**config.mk**
```make
export PLATFORM = sky130hd
export DESIGN_NAME = acc_sat_logic
export DESIGN_NICKNAME = d
export VERILOG_FILES = /design/src/common/acc_sat_pkg.sv /design/src/design/sat_unit.sv /design/src/design/acc_sat_logic.sv
export SDC_FILE = /design/constraint.sdc
export NUM_CORES = 1
export LEC_CHECK = 0
export ABC_AREA = 1
export BUFFER_PORTS_ARGS = -buffer_cell sky130_fd_sc_hd__buf_4
export CAP_MARGIN = 20
export CELL_PAD_IN_SITES_DETAIL_PLACEMENT = 0
export CELL_PAD_IN_SITES_GLOBAL_PLACEMENT = 1
export CORE_MARGIN = 3
export CORE_UTILIZATION = 41
export DETAILED_ROUTE_END_ITERATION = 7
export PLACE_DENSITY = 0.93
export SLEW_MARGIN = 20
export SYNTH_ARGS = -nofsm -noshare
export SYNTH_HDL_FRONTEND = slang
export SYNTH_SLANG_ARGS = --single-unit
```
**constraint.sdc**
```tcl
create_clock -name sys_clk -period 6 [get_ports sys_clk]
set_input_delay 0.6 -clock sys_clk [delete_from_list [all_inputs] [get_ports sys_clk]]
set_output_delay 0.6 -clock sys_clk [all_outputs]
set_load 0.05 [all_outputs]
```
**src/common/acc_sat_pkg.sv**
```systemverilog
package acc_sat_pkg;

    // Accumulator and adder widths.
    localparam int ACC_W = 40;
    localparam int SIGN_BIT = 39;
    localparam int Q31_SIGN = 31;

    // Register port geometry.
    localparam int ADDR_W = 2;
    localparam int DATA_W = 8;

    // Register offsets.
    localparam logic [ADDR_W-1:0] REG_CTRL = 2'h0;
    localparam logic [ADDR_W-1:0] REG_STATUS = 2'h1;
    localparam logic [ADDR_W-1:0] REG_IRQ_STAT = 2'h2;
    localparam logic [ADDR_W-1:0] REG_IRQ_MASK = 2'h3;

    // Control register fields and reset value.
    localparam int CTRL_W = 4;
    localparam int CTRL_SAT_EN_A = 0;
    localparam int CTRL_SAT_EN_B = 1;
    localparam int CTRL_SAT32 = 2;
    localparam int CTRL_TRAP_EN = 3;
    localparam logic [CTRL_W-1:0] CTRL_RESET = 4'h0;

    // Status register (cpu_status_reg) fields.
    localparam int ST_SAT_A = 0;
    localparam int ST_SAT_B = 1;
    localparam int ST_OVF_A = 2;
    localparam int ST_OVF_B = 3;
    localparam int ST_ANY_OVF = 4;
    localparam int ST_ANY_SAT = 5;
    localparam int ST_TRAP = 6;

    // Interrupt events, shared by the status and mask registers.
    localparam int EV_W = 3;
    localparam int EV_SAT_A = 0;
    localparam int EV_SAT_B = 1;
    localparam int EV_OVF = 2;
    localparam logic [EV_W-1:0] IRQ_MASK_RESET = 3'h0;

    // Saturation limits, 9.31 and sign-extended 1.31.
    localparam logic [ACC_W-1:0] SAT40_POS = 40'h7fffffffff;
    localparam logic [ACC_W-1:0] SAT40_NEG = 40'h8000000000;
    localparam logic [ACC_W-1:0] SAT32_POS = 40'h007fffffff;
    localparam logic [ACC_W-1:0] SAT32_NEG = 40'hff80000000;

    // Saturation and overflow modes.
    typedef enum logic [2:0] {
        MODE_SAT40 = 3'b001,
        MODE_SAT32 = 3'b010,
        MODE_WRAP = 3'b100
    } sat_mode_t;

endpackage : acc_sat_pkg

```
**src/design/sat_unit.sv**
```systemverilog
`timescale 1ns/1ps

module sat_unit
    import acc_sat_pkg::*;
(
    // Adder result, one bit wider than an accumulator.
    input wire logic [ACC_W:0] sum_in,
    input wire sat_mode_t mode,
    // Value to load and overflow indications.
    output logic [ACC_W-1:0] value_out,
    output logic sat_hit,
    output logic ovf39,
    output logic beyond31,
    output logic guard_used
);

    logic [ACC_W-1:0] guard_probe;

    ////////////////////////////////////////////////////////////////////////////
    // Overflow detection and limit selection, purely combinational.
    always_comb begin
        ovf39 = sum_in[ACC_W] ^ sum_in[SIGN_BIT];
        beyond31 = !((&sum_in[ACC_W:Q31_SIGN]) || !(|sum_in[ACC_W:Q31_SIGN]));
        value_out = sum_in[ACC_W-1:0];
        sat_hit = 1'b0;
        unique case (mode) // see [RULE6]
            MODE_SAT40: begin
                sat_hit = ovf39; // see [RULE7]
                if (ovf39) begin
                    value_out = sum_in[ACC_W] ? SAT40_NEG : SAT40_POS; // see [RULE7]
                end
            end
            MODE_SAT32: begin
                sat_hit = beyond31; // see [RULE8]
                if (beyond31) begin
                    value_out = sum_in[ACC_W] ? SAT32_NEG : SAT32_POS; // see [RULE8]
                end
            end
            MODE_WRAP: begin
                // The sum wraps, so a large overflow loses its sign.
                sat_hit = ovf39; // see [RULE10]
            end
        endcase
        guard_probe = value_out;
        // Guard bits count only where the mode uses them.
        guard_used = (mode != MODE_SAT32) && // see [RULE9]
            !((&guard_probe[SIGN_BIT:Q31_SIGN]) || !(|guard_probe[SIGN_BIT:Q31_SIGN]));
    end

endmodule : sat_unit

```
**src/design/acc_sat_logic.sv**
```systemverilog
`timescale 1ns/1ps

// Functional notes
// [RULE1] Sticky saturation flags; only software clears them.
// [RULE2] Flag means range exceeded; saturate if enabled.
// [RULE3] Saturation off: flag follows bit 39 overflow.
// [RULE4] Trap enabled, saturation off: flag raises trap.
// [RULE5] Status shows OR of overflow and saturation.
// [RULE6] Exactly three modes: sat40, sat32, wrap.
// [RULE7] Sat40 loads 9.31 limit, sets flag.
// [RULE8] Sat32 loads extended 1.31 limit, sets flag.
// [RULE9] Sat32 never sets any overflow flag.
// [RULE10] Wrap mode: flag on bit 39, no saturation.
// [RULE11] Enable and width bits select the mode.
// [RULE12] Overflow flag recomputed per update from guard bits.
module acc_sat_logic
    import acc_sat_pkg::*;
(
    // Clock and reset.
    input wire logic sys_clk,
    input wire logic reset_n,
    // Adder/subtractor result stream.
    input wire logic add_valid,
    input wire logic add_target,
    input wire logic [ACC_W:0] add_result,
    // Register port.
    input wire logic [ADDR_W-1:0] reg_addr,
    input wire logic [DATA_W-1:0] reg_wr_data,
    input wire logic reg_wr_en,
    input wire logic reg_rd_en,
    output logic [DATA_W-1:0] reg_rd_data,
    // Accumulator contents.
    output logic [ACC_W-1:0] acc_a_value,
    output logic [ACC_W-1:0] acc_b_value,
    // Status and requests.
    output logic acc_a_sat_flag,
    output logic acc_b_sat_flag,
    output logic acc_a_ovf_flag,
    output logic acc_b_ovf_flag,
    output logic any_acc_ovf,
    output logic any_acc_sat,
    output logic trap_req,
    output logic irq
);

    typedef struct packed {
        logic [CTRL_W-1:0] ctrl;
        logic [ACC_W-1:0] acc_a;
        logic [ACC_W-1:0] acc_b;
        logic sat_a;
        logic sat_b;
        logic ovf_a;
        logic ovf_b;
        logic any_ovf;
        logic any_sat;
        logic trap;
        logic [EV_W-1:0] irq_stat;
        logic [EV_W-1:0] irq_mask;
        logic irq;
        logic [DATA_W-1:0] rd_data;
    } state_t;

    logic [1:0] rst_sync_reg;
    logic rst_n;
    state_t state_reg;
    state_t state_next;
    sat_mode_t mode;
    logic target_sat_en;
    logic [ACC_W-1:0] sat_value;
    logic sat_hit;
    logic ovf39;
    logic beyond31;
    logic guard_used;
    logic [EV_W-1:0] events;
    logic [DATA_W-1:0] status_word;
    logic wr_ctrl;
    logic wr_status;
    logic wr_irq_stat;
    logic wr_irq_mask;

    ////////////////////////////////////////////////////////////////////////////
    // Reset release through two flops; assertion stays asynchronous.
    always_ff @(posedge sys_clk or negedge reset_n) begin
        if (!reset_n) begin
            rst_sync_reg <= 2'h0;
        end else begin
            rst_sync_reg <= {rst_sync_reg[0], 1'b1};
        end
    end

    assign rst_n = rst_sync_reg[1];

    ////////////////////////////////////////////////////////////////////////////
    // Mode of the write in flight, from the target's enable and the width bit.
    always_comb begin
        target_sat_en = add_target ? state_reg.ctrl[CTRL_SAT_EN_B]
                                   : state_reg.ctrl[CTRL_SAT_EN_A];
        if (!target_sat_en) begin
            mode = MODE_WRAP; // see [RULE3] see [RULE6] see [RULE11]
        end else if (state_reg.ctrl[CTRL_SAT32]) begin
            mode = MODE_SAT32; // see [RULE11]
        end else begin
            mode = MODE_SAT40; // see [RULE11]
        end
    end

    sat_unit u_sat (
        .sum_in(add_result),
        .mode(mode),
        .value_out(sat_value),
        .sat_hit(sat_hit),
        .ovf39(ovf39),
        .beyond31(beyond31),
        .guard_used(guard_used)
    );

    // Register decode.
    assign wr_ctrl = reg_wr_en && (reg_addr == REG_CTRL);
    assign wr_status = reg_wr_en && (reg_addr == REG_STATUS);
    assign wr_irq_stat = reg_wr_en && (reg_addr == REG_IRQ_STAT);
    assign wr_irq_mask = reg_wr_en && (reg_addr == REG_IRQ_MASK);

    ////////////////////////////////////////////////////////////////////////////
    // Next state. Clears are applied first so that a set in the same cycle wins.
    always_comb begin
        state_next = state_reg;
        events = '0;
        status_word = '0;
        status_word[ST_SAT_A] = state_reg.sat_a;
        status_word[ST_SAT_B] = state_reg.sat_b;
        status_word[ST_OVF_A] = state_reg.ovf_a;
        status_word[ST_OVF_B] = state_reg.ovf_b;
        status_word[ST_ANY_OVF] = state_reg.any_ovf;
        status_word[ST_ANY_SAT] = state_reg.any_sat;
        status_word[ST_TRAP] = state_reg.trap;
        if (wr_ctrl) begin
            state_next.ctrl = reg_wr_data[CTRL_W-1:0];
        end
        if (wr_irq_mask) begin
            state_next.irq_mask = reg_wr_data[EV_W-1:0];
        end
        if (wr_irq_stat) begin
            state_next.irq_stat = state_reg.irq_stat & ~reg_wr_data[EV_W-1:0];
        end
        // Software is the only party that lowers a saturation flag.
        if (wr_status && reg_wr_data[ST_SAT_A]) begin
            state_next.sat_a = 1'b0; // see [RULE1]
        end
        if (wr_status && reg_wr_data[ST_SAT_B]) begin
            state_next.sat_b = 1'b0; // see [RULE1]
        end
        // Each pass through the adder loads the target, recomputes its overflow flag and can only set its saturation flag.
        if (add_valid && !add_target) begin
            state_next.acc_a = sat_value; // see [RULE2]
            state_next.ovf_a = guard_used; // see [RULE12]
            if (sat_hit) begin
                state_next.sat_a = 1'b1; // see [RULE1] see [RULE2]
            end
        end
        if (add_valid && add_target) begin
            state_next.acc_b = sat_value; // see [RULE2]
            state_next.ovf_b = guard_used; // see [RULE12]
            if (sat_hit) begin
                state_next.sat_b = 1'b1; // see [RULE1] see [RULE2]
            end
        end
        events[EV_SAT_A] = add_valid && !add_target && sat_hit;
        events[EV_SAT_B] = add_valid && add_target && sat_hit;
        events[EV_OVF] = add_valid && guard_used;
        state_next.irq_stat = state_next.irq_stat | events;
        state_next.any_ovf = state_next.ovf_a || state_next.ovf_b; // see [RULE5]
        state_next.any_sat = state_next.sat_a || state_next.sat_b; // see [RULE5]
        // With the trap enabled, the trap stays high while a flag is set and its accumulator wraps.
        state_next.trap = state_next.ctrl[CTRL_TRAP_EN] &&
            ((state_next.sat_a && !state_next.ctrl[CTRL_SAT_EN_A]) ||
             (state_next.sat_b && !state_next.ctrl[CTRL_SAT_EN_B])); // see [RULE4]
        state_next.irq = |(state_next.irq_stat & state_next.irq_mask);
        // Read data stand for one cycle only and are zero otherwise.
        state_next.rd_data = '0;
        if (reg_rd_en) begin
            unique case (reg_addr)
                REG_CTRL: state_next.rd_data = {{(DATA_W-CTRL_W){1'b0}}, state_reg.ctrl};
                REG_STATUS: state_next.rd_data = status_word;
                REG_IRQ_STAT: state_next.rd_data = {{(DATA_W-EV_W){1'b0}}, state_reg.irq_stat};
                REG_IRQ_MASK: state_next.rd_data = {{(DATA_W-EV_W){1'b0}}, state_reg.irq_mask};
            endcase
        end
    end

    ////////////////////////////////////////////////////////////////////////////
    // State register.
    always_ff @(posedge sys_clk or negedge rst_n) begin
        if (!rst_n) begin
            state_reg <= '0;
            state_reg.ctrl <= CTRL_RESET;
            state_reg.irq_mask <= IRQ_MASK_RESET;
        end else begin
            state_reg <= state_next;
        end
    end

    // Outputs are plain views of state flops.
    assign reg_rd_data = state_reg.rd_data;
    assign acc_a_value = state_reg.acc_a;
    assign acc_b_value = state_reg.acc_b;
    assign acc_a_sat_flag = state_reg.sat_a;
    assign acc_b_sat_flag = state_reg.sat_b;
    assign acc_a_ovf_flag = state_reg.ovf_a;
    assign acc_b_ovf_flag = state_reg.ovf_b;
    assign any_acc_ovf = state_reg.any_ovf;
    assign any_acc_sat = state_reg.any_sat;
    assign trap_req = state_reg.trap;
    assign irq = state_reg.irq;
endmodule : acc_sat_logic

```
==> metrics.md, run 1 <==
| Metric | Value |
|---|---|
| Synth Area in Simple Gates | `between 10% and 20%` |
| P_leak | `~3.2 nW` |
| Min Tclk post-route | `2.92 ns` |
| Pre-antenna DRT Iters | `5` |
| Pin count of the biggest net entering global routing | `73` |
| Worst path top cell family by delay | `buffers and inverters` |
| DRC | `0` |
| Worst-margin pin slew | `between 0.7 and 0.8 ns` |
| Final Util | `between 40% and 50%` |
| PD cells | `402 nW/um^2` |
| Cell chain of the critical path | `buf_4 > inv_1 > ha_1 > buf_4 > nand2_1 > nand2_1 > buf_4 > nor2_1 > o21a_1 > buf_4 > o22ai_1 > o21ai_1` |
| Io pins | `approximately 150` |
| GRT overflow | `0` |
| Status | `complete, no violations` |
| Hold Vio Cnt, Final | `0` |
| Yosys cell types | `32` |
| Tcrit/Tclk final | `about 49%` |
| Dominant cell type by area after synthesis | `dfrtp_1` |
| Global Route Usage Sum | `18.2%` |
| Max Cap Violations | `0` |
| Hold-fix buffers, CTS | `0` |
| Most used cell, CP | `buf_4` |
| Dominant cells by area after synthesis | `dfrtp_1 48%, buf_4 12%, nand2_1 8.1%` |
| RSZ-0062 raised after global routing | `no` |
| Die Span Y | `between 100 and 150 um` |
| CP max stage cell | `buf_4` |
| # resized after CTS | `0` |
| Peak fanout along the critical path | `42` |
| DR WL/cell | `approximately 15 um` |
| Cell Area, Synth | `between 5000 and 6000 um^2` |
| XOR/XNOR Fraction of Synth Area | `0%` |
| Row count | `41` |
| CTS tree | `built` |
| Post-DP HPWL | `9330 um` |
| Cells after DPL | `approximately 880` |
| Clk slew on worst S/H paths | `0.07 ns` |
| Mapped Nets | `~730` |
| Adder-Cell Fraction of Synth Area | `less than 1%` |
| H-tree Lvls | `3` |
| WP data required | `~6.2 ns` |
| CP Class | `input pin to register` |
| Cells after synthesis | `roughly 670` |
| Syn avg cell area | `between 8 and 9 um^2` |
| Die area | `~15,000 um^2` |
| Initial DRC Count | `between 300 and 400` |
| P&R area growth vs syn | `16.3%` |
| Vias in the first global route | `4,190` |
| Setup Viol. Count Final | `0` |
| Largest family of logic cells by synthesized area | `simple AND/OR/NAND/NOR gates` |
| Fin nets | `approximately 770` |
| Worst IR Drop VDD | `between 100 and 150 uV` |
| CP arrival | `3.12 ns` |
| Crit path launch type | `input pin` |
| Clock Sinks | `107` |
| CTS max path bufs | `2` |
| Most common cell after layout, fill and taps aside | `buf_4` |
| Die Wd | `around 120 um` |
| Final WL | `approximately 14,000 um` |
| DP Worst Slack | `between 2 and 3 ns` |
| Relative slew slack | `52.5%` |
| Synth warn | `0` |
| Post-synth top area share | `~48%` |
| Setup tns final | `0 ns` |
| Hold Path Class | `input pin to async pin` |
| First-pass GRT wire length | `~21,000 um` |
| Final Slew Violations | `0` |
| Synth Register Bits | `roughly 110` |
| Setup repair bufs after CTS | `0` |
| Port Buf Inserts | `147` |
| Fin cells | `891` |
| Compound-gate portion of the synthesized area | `~16%` |
| Initial core utilization | `between 40% and 50%` |
| Slowest cell delay on critical path | `0.40 ns` |
| Most frequent cells in the layout | `153 x buf_4, 116 x nand2_1, 106 x dfrtp_1` |
| Vias post-DR | `approximately 4,500` |
| Via/cell ratio | `between 5 and 6` |
| # diodes | `0` |
| Register area share after synthesis | `roughly half` |
| Antenna violations before repair | `0` |
| Clk Latency, worst-skew pair | `~0.34 ns` |
| Clock Skews | `roughly 0.0045 ns` |
| Multiplexer area fraction after synthesis | `0%` |
| WP buf/inv | `5` |
| Gp weighted congestion | `~0.83` |
| Critical Path End Type | `register` |
| Root buffer cell | `clkbuf_16` |
| Core ar. | `approximately 13,000 um^2` |
| Share of cells above drive strength 1 | `between 20% and 30%` |
| Detail Route Antenna Nets | `0` |
| Total CTS buffers | `9` |
| Final Worst Setup Slack | `approximately 3 ns` |
| Fmax | `around 340 MHz` |
[kinds of logic (layout without fill, tap and decap cells)]
group                      Yosys count  in the layout
and+or+nand+nor                    250            250
buffers and inverters              154            204
AOI/OAI and AO/OA                  153            153
DFF                                107            107
adders and majority gates            3              3
other                                2              2
[Yosys cell counts, drive strengths merged]
master	n
o21a	3
o32ai	1
nand2	123
nand4	4
dfrtp	107
a22o	1
and2	1
o221ai	1
o211ai	1
a41oi	2
o21ai	93
buf	95
conb	2
nor2	105
a21oi	9
inv	35
nand3	17
o22ai	31
a31oi	11
clkbuf	24
ha	3
[path summary, 6_finish.rpt]
path	startpoint	endpoint	slack, ns	depth (start not counted)
setup / recovery	add_result[40]	acc_b_value[12]$_DFFE_PN0P_	3.08	12
hold / removal	reset_n	rst_sync_reg[1]$_DFF_PN0_	0.02	1
setup reg to reg	state_reg[103]$_DFF_PN0_	acc_b_value[12]$_DFFE_PN0P_	3.75	11
hold reg to reg	rst_sync_reg[1]$_DFF_PN0_	acc_a_value[1]$_DFFE_PN0P_	0.35	0
max in group asynchronous	rst_sync_reg[1]$_DFF_PN0_	acc_b_value[34]$_DFFE_PN0P_	4.47	1
min in group sys_clk	rst_sync_reg[0]$_DFF_PN0_	rst_sync_reg[1]$_DFF_PN0_	0.36	0
[cell type report]
type                            count  area (um^2)
Clock buffer                       10          239
Timing Repair Buffer              153         1150
Clock inverter                      6         73.8
Multi-Input combinational cell    408         1940
Sequential cell                   107         2680
Fill cell                        1225         6440
Inverter                           35          134
Tap cell                          172          215
[where the power goes]
part	total, mW	internal (mW)	switching [mW]
Clock	0.612	0.340	0.272
Sequential	0.947	0.857	0.0901
Combinational	1.03	0.295	0.734
Total	2.59	1.49	1.10
[per-stage QoR]
| stage | instance area (um^2) | power (mW) | hold WS, ns |
|---|---|---|---|
| finish | 6430 | 2.59 | 0.0249 |
| global route | 6430 | 2.72 | 0.00591 |
| floorplan | 5530 | 1.83 | 0.304 |
| CTS | 6430 | 2.61 | 0.00761 |
| detailed placement | 6120 | 2.00 | 0.345 |
| global placement | 6120 | 1.98 | 0.336 |
[per-layer routing]
metal	routed length, um	GRT usage, %
met1	5900	25.0
met2	6610	29.5
met3	886	3.48
met4	164	5.25
met5	0	0
No activity file was read; power rests on OpenSTA's default activity.
==> inputs of run 2 (changes only) <==
--- a/config.mk
+++ b/config.mk
@@ -5,15 +5,15 @@
 export SDC_FILE = /design/constraint.sdc
 export NUM_CORES = 1
 export LEC_CHECK = 0
-export ABC_AREA = 1
+export ABC_AREA = 0
 export BUFFER_PORTS_ARGS = -buffer_cell sky130_fd_sc_hd__buf_4
 export CAP_MARGIN = 20
 export CELL_PAD_IN_SITES_DETAIL_PLACEMENT = 0
 export CELL_PAD_IN_SITES_GLOBAL_PLACEMENT = 1
 export CORE_MARGIN = 3
-export CORE_UTILIZATION = 41
+export CORE_UTILIZATION = 39
 export DETAILED_ROUTE_END_ITERATION = 7
-export PLACE_DENSITY = 0.93
+export PLACE_DENSITY = 0.88
 export SLEW_MARGIN = 20
 export SYNTH_ARGS = -nofsm -noshare
 export SYNTH_HDL_FRONTEND = slang
==> constraint.sdc (replaced) <==
create_clock -name sys_clk -period 3.06 [get_ports sys_clk]
set_input_delay 0.306 -clock sys_clk [delete_from_list [all_inputs] [get_ports sys_clk]]
set_output_delay 0.306 -clock sys_clk [all_outputs]
set_load 0.05 [all_outputs]
==> run 2 against run 1 <==
Setup slack worse by 2.6 ns. Synthesized area decreased by 6.1%. Final area is 5.4% lower. Die area decreased by 1.2%. Register-to-register slack worse by 3.3 ns. Global-route usage fell by 0.86 points. Largest power group unchanged. Sequential cell count stayed put. Critical path depth fell by 6. Routed wire length fell by 6.9%. Core utilization shrank 2.5 points. Count of clock-buffer cells in the layout increased by 2. Critical endpoint is now acc_a_ovf_flag$_DFF_PN0_. Clock power rose by 76%.
==> metrics.md, run 2 <==
| Metric | Value |
|---|---|
| Cell Area, Synth | `5190 um^2 (was 5530 um^2)` |
| Post-DP HPWL | `8790 um (was 9330 um)` |
| R2R Setup Slk | `0.50 ns (was 3.75 ns)` |
| Antenna violations before repair | `0 (unchanged)` |
| Relative slew slack | `30.4% (was 52.5%)` |
| GR peak layer | `met2 (unchanged)` |
| Clk Latency, worst-skew pair | `0.35 ns (was 0.34 ns)` |
| Fin cells | `758 (was 891)` |
| First-pass GRT wire length | `20,100 um (was 21,500 um)` |
| RSZ-0062 raised after global routing | `no (unchanged)` |
| Hold path cells | `3` |
| Detail Route Antenna Nets | `0 (unchanged)` |
| Final WL | `12,600 um (was 13,600 um)` |
| Switching fraction of total power | `41.9% (was 42.4%)` |
| Clock network power share | `22.2% (was 23.6%)` |
| Share of cells above drive strength 1 | `32.3% (was 26.6%)` |
| Status | `complete, no violations (unchanged)` |
| Final Slew Violations | `0 (unchanged)` |
| Met3 GRT Util | `5.36% (was 3.48%)` |
| Cells after DPL | `741 (was 875)` |
| Hold Path Class | `input pin to register (was input pin to async pin)` |
| M2 GR Usage | `27.3% (was 29.5%)` |
| Worst-margin pin slew | `1.04 ns (was 0.712 ns)` |
| Design area | `6090 um^2 (was 6430 um^2)` |
| WP data required | `3.35 ns (was 6.20 ns)` |
| Yosys cell types | `54 (was 32)` |
| # diodes | `0 (unchanged)` |
| Clock Skews | `0.00859 ns (was 0.00448 ns)` |
| Row count | `41 (unchanged)` |
| Via/cell ratio | `5.08 (was 5.05)` |
| PD cells | `801 nW/um^2 (was 402 nW/um^2)` |
| Min Tclk post-route | `approximately 2.6 ns` |
| Initial DRC Count | `148 (was 383)` |
| Setup tns final | `0 ns (unchanged)` |
| Die Span Y | `121 um (was 122 um)` |
| Most frequent cell after synthesis | `dfrtp_1 (was nand2_1)` |
| Tot Pwr | `4.87 mW (was 2.59 mW)` |
| Root buffer cell | `clkbuf_16 (unchanged)` |
| Synth Flop Type | `dfrtp_1 (unchanged)` |
| CP arrival | `2.86 ns (was 3.12 ns)` |
| Final Util | `47.5% (was 49.9%)` |
| Tcrit/Tclk final | `83.8%` |
| Final hold slack | `0.199 ns (was 0.0249 ns)` |
| Fin nets | `641 (was 774)` |
| Hold_sp | `reg_wr_data[2]` |
| Reg power frac | `38.3% (was 36.6%)` |
| Post-synth EDFFs | `0 (unchanged)` |
| Int Power | `2.83 mW (was 1.49 mW)` |
| GRT overflow | `0 (unchanged)` |
| Syn avg cell area | `9.76 um^2 (was 8.26 um^2)` |
| Total CTS buffers | `9 (unchanged)` |
| Crit path launch type | `register (was input pin)` |
| Post-synth ARST share | `100% (unchanged)` |
| Die area | `14,700 um^2 (was 14,900 um^2)` |
| P_sw | `2.04 mW (was 1.10 mW)` |
| H-tree Lvls | `3 (unchanged)` |
| Clk slew on worst S/H paths | `0.07 ns (about the same)` |
| CTS tree | `built (unchanged)` |
| Register area share after synthesis | `51.6% (was 48.4%)` |
| Initial core utilization | `40.5% (was 42.9%)` |
| DRC | `0 (unchanged)` |
| Hold Vio Cnt, Final | `0 (unchanged)` |
| Global Route Usage Sum | `17.3% (was 18.2%)` |
| Slowest cell delay on critical path | `0.50 ns (was 0.40 ns)` |
| Setup Viol. Count Final | `0 (unchanged)` |
| Cell chain of the critical path | `mux2_4 > nand2_1 > o311a_1 > or2_1 > a311oi_2 > mux2_2 (was buf_4 > inv_1 > ha_1 > buf_4 > nand2_1 > nand2_1 > buf_4 > nor2_1 > o21a_1 > buf_4 > o22ai_1 > o21ai_1)` |
| Most common cell after layout, fill and taps aside | `buf_4 (unchanged)` |
| Gp weighted congestion | `0.838 (was 0.826)` |
| Post-synth top area share | `51.6% (was 48.4%)` |
| # fillers | `1,245 (was 1,225)` |
| Clock Sinks | `107 (unchanged)` |
| Mapped Nets | `592 (was 729)` |
| Core ar. | `12,800 um^2 (was 12,900 um^2)` |
| P&R area growth vs syn | `17.3% (was 16.3%)` |
| Synth Register Bits | `107 (unchanged)` |
| Fmax | `between 300 and 400 MHz` |
| CP max stage cell | `a311oi_2 (was buf_4)` |
| Port Buf Inserts | `147 (unchanged)` |
| Critical Path End Type | `register (unchanged)` |
| CP Class | `register to register (was input pin to register)` |
| R2R depth | `6 (was 11)` |
| Top post-synthesis cells by count | `107 x dfrtp_1, 94 x nand2_1, 89 x buf_4 (was 119 x nand2_1, 107 x dfrtp_1, 102 x nor2_1)` |
| Peak fanout along the critical path | `33 (was 42)` |
| Final Worst Setup Slack | `0.495 ns (was 3.08 ns)` |
| Vias in the first global route | `3,834 (was 4,190)` |
| Worst IR Drop VDD | `395 uV (was 143 uV)` |
| P_leak | `2.89 nW (was 3.20 nW)` |
| GR Util met1 | `23.2% (was 25.0%)` |
| Dominant cells by area after synthesis | `dfrtp_1 52%, buf_4 13%, o21ai_0 8.1% (was dfrtp_1 48%, buf_4 12%, nand2_1 8.1%)` |
| Vias post-DR | `3,848 (was 4,497)` |
| Die Wd | `121 um (was 122 um)` |
| Hold EP | `state_reg[104]$_DFFE_PN0P_` |
| Pin count of the biggest net entering global routing | `63 (was 73)` |
| Dominant cell type by area after synthesis | `dfrtp_1 (unchanged)` |
| Setup repair bufs after CTS | `0 (unchanged)` |
| Most frequent cells in the layout | `152 x buf_4, 106 x dfrtp_1, 93 x nand2_1 (was 153 x buf_4, 116 x nand2_1, 106 x dfrtp_1)` |
| Sequential cell area | `2680 um^2 (unchanged)` |
| DP Worst Slack | `0.489 ns (was 2.66 ns)` |
| CTS max path bufs | `2 (unchanged)` |
| Synth warn | `0 (unchanged)` |
| Io pins | `153 (unchanged)` |
| # resized after CTS | `0 (unchanged)` |
| Combinational Power Share | `39.5% (was 39.8%)` |
| Max Cap Violations | `0 (unchanged)` |
| Multi-input logic area | `1730 um^2 (was 1940 um^2)` |
| DR WL/cell | `16.7 um (was 15.2 um)` |
| Worst r2r src | `state_reg[103]$_DFF_PN0_ (unchanged)` |
| Worst reg2reg path endpoint | `acc_a_ovf_flag$_DFF_PN0_ (was acc_b_value[12]$_DFFE_PN0P_)` |
| Pre-antenna DRT Iters | `4 (was 5)` |
| Cells after synthesis | `532 (was 669)` |
| Placed cell areas | `5800 um^2 (was 6120 um^2)` |
-- run 2: logic make-up (layout without fill, tap and decap cells) --
kind of cell	Yosys count	in the layout	synth area share [%]
flip-flops	107	107	51.6
adder cells (fa/ha/maj)	3	3	0.723
buffers and inverters	119	173	15.2
multiplexers	15	15	4.12
other	2	2	0.145
AND/OR/NAND/NOR	143	143	12.5
AO/OA/AOI/OAI	143	143	15.7
-- run 2: power groups by stage --
stage                     clock network, mW  registers [mW]  logic, mW
after floorplan                           0            1.94       1.55
after global placement                    0            1.88       1.92
after detailed placement                  0            1.89       1.94
after CTS                              1.11            1.87       1.94
after global routing                   1.17            1.90       2.04
final                                  1.08            1.87       1.92
-- run 2: worst max-delay path, delay by kind of cell, from the launching register on --
kind,cells,cell delay (ns)
multiplexers,2,0.73
flip-flops,1,0.44
AO/OA/AOI/OAI,2,0.85
AND/OR/NAND/NOR,2,0.47
-- run 2: routing by layer --
layer / vias to the layer above / wire, um
met1: 1898 / 5570
li1: 1806 / -
met4: 0 / 148
met3: 11 / 900
met2: 133 / 6000
met5: - / 0
-- run 2: how the worst max path moves through the flow --
| stage | depth (start not counted) | start | endpoint | slack [ns] |
|---|---|---|---|---|
| final | 6 | state_reg[103]$_DFF_PN0_ | acc_a_ovf_flag$_DFF_PN0_ | 0.50 |
| after global routing | 6 | state_reg[102]$_DFF_PN0_ | acc_a_ovf_flag$_DFF_PN0_ | 0.34 |
| after CTS | 6 | state_reg[102]$_DFF_PN0_ | acc_a_ovf_flag$_DFF_PN0_ | 0.53 |
| after detailed placement | 9 | add_result[40] | acc_a_ovf_flag$_DFF_PN0_ | 0.49 |
| after global placement | 7 | add_target | acc_a_ovf_flag$_DFF_PN0_ | 0.49 |
| after floorplan | 8 | add_result[40] | acc_b_ovf_flag$_DFF_PN0_ | 1.00 |
-- run 2: what timing repair did --
item                                    in CTS  in global routing
hold buffers                                 1                  0
hold endpoints to repair                     2                  0
endpoints found under the setup margin       0                  0
-- run 2: final cells by class --
class / count / share of cell area (%)
inverters: 3 / 0.185
clock inverters: 4 / 0.432
repair buffers: 154 / 19.2
clock buffers: 12 / 4.05
well taps: 172 / 3.54
flip-flops and latches: 107 / 44.1
multi-input cells: 306 / 28.5
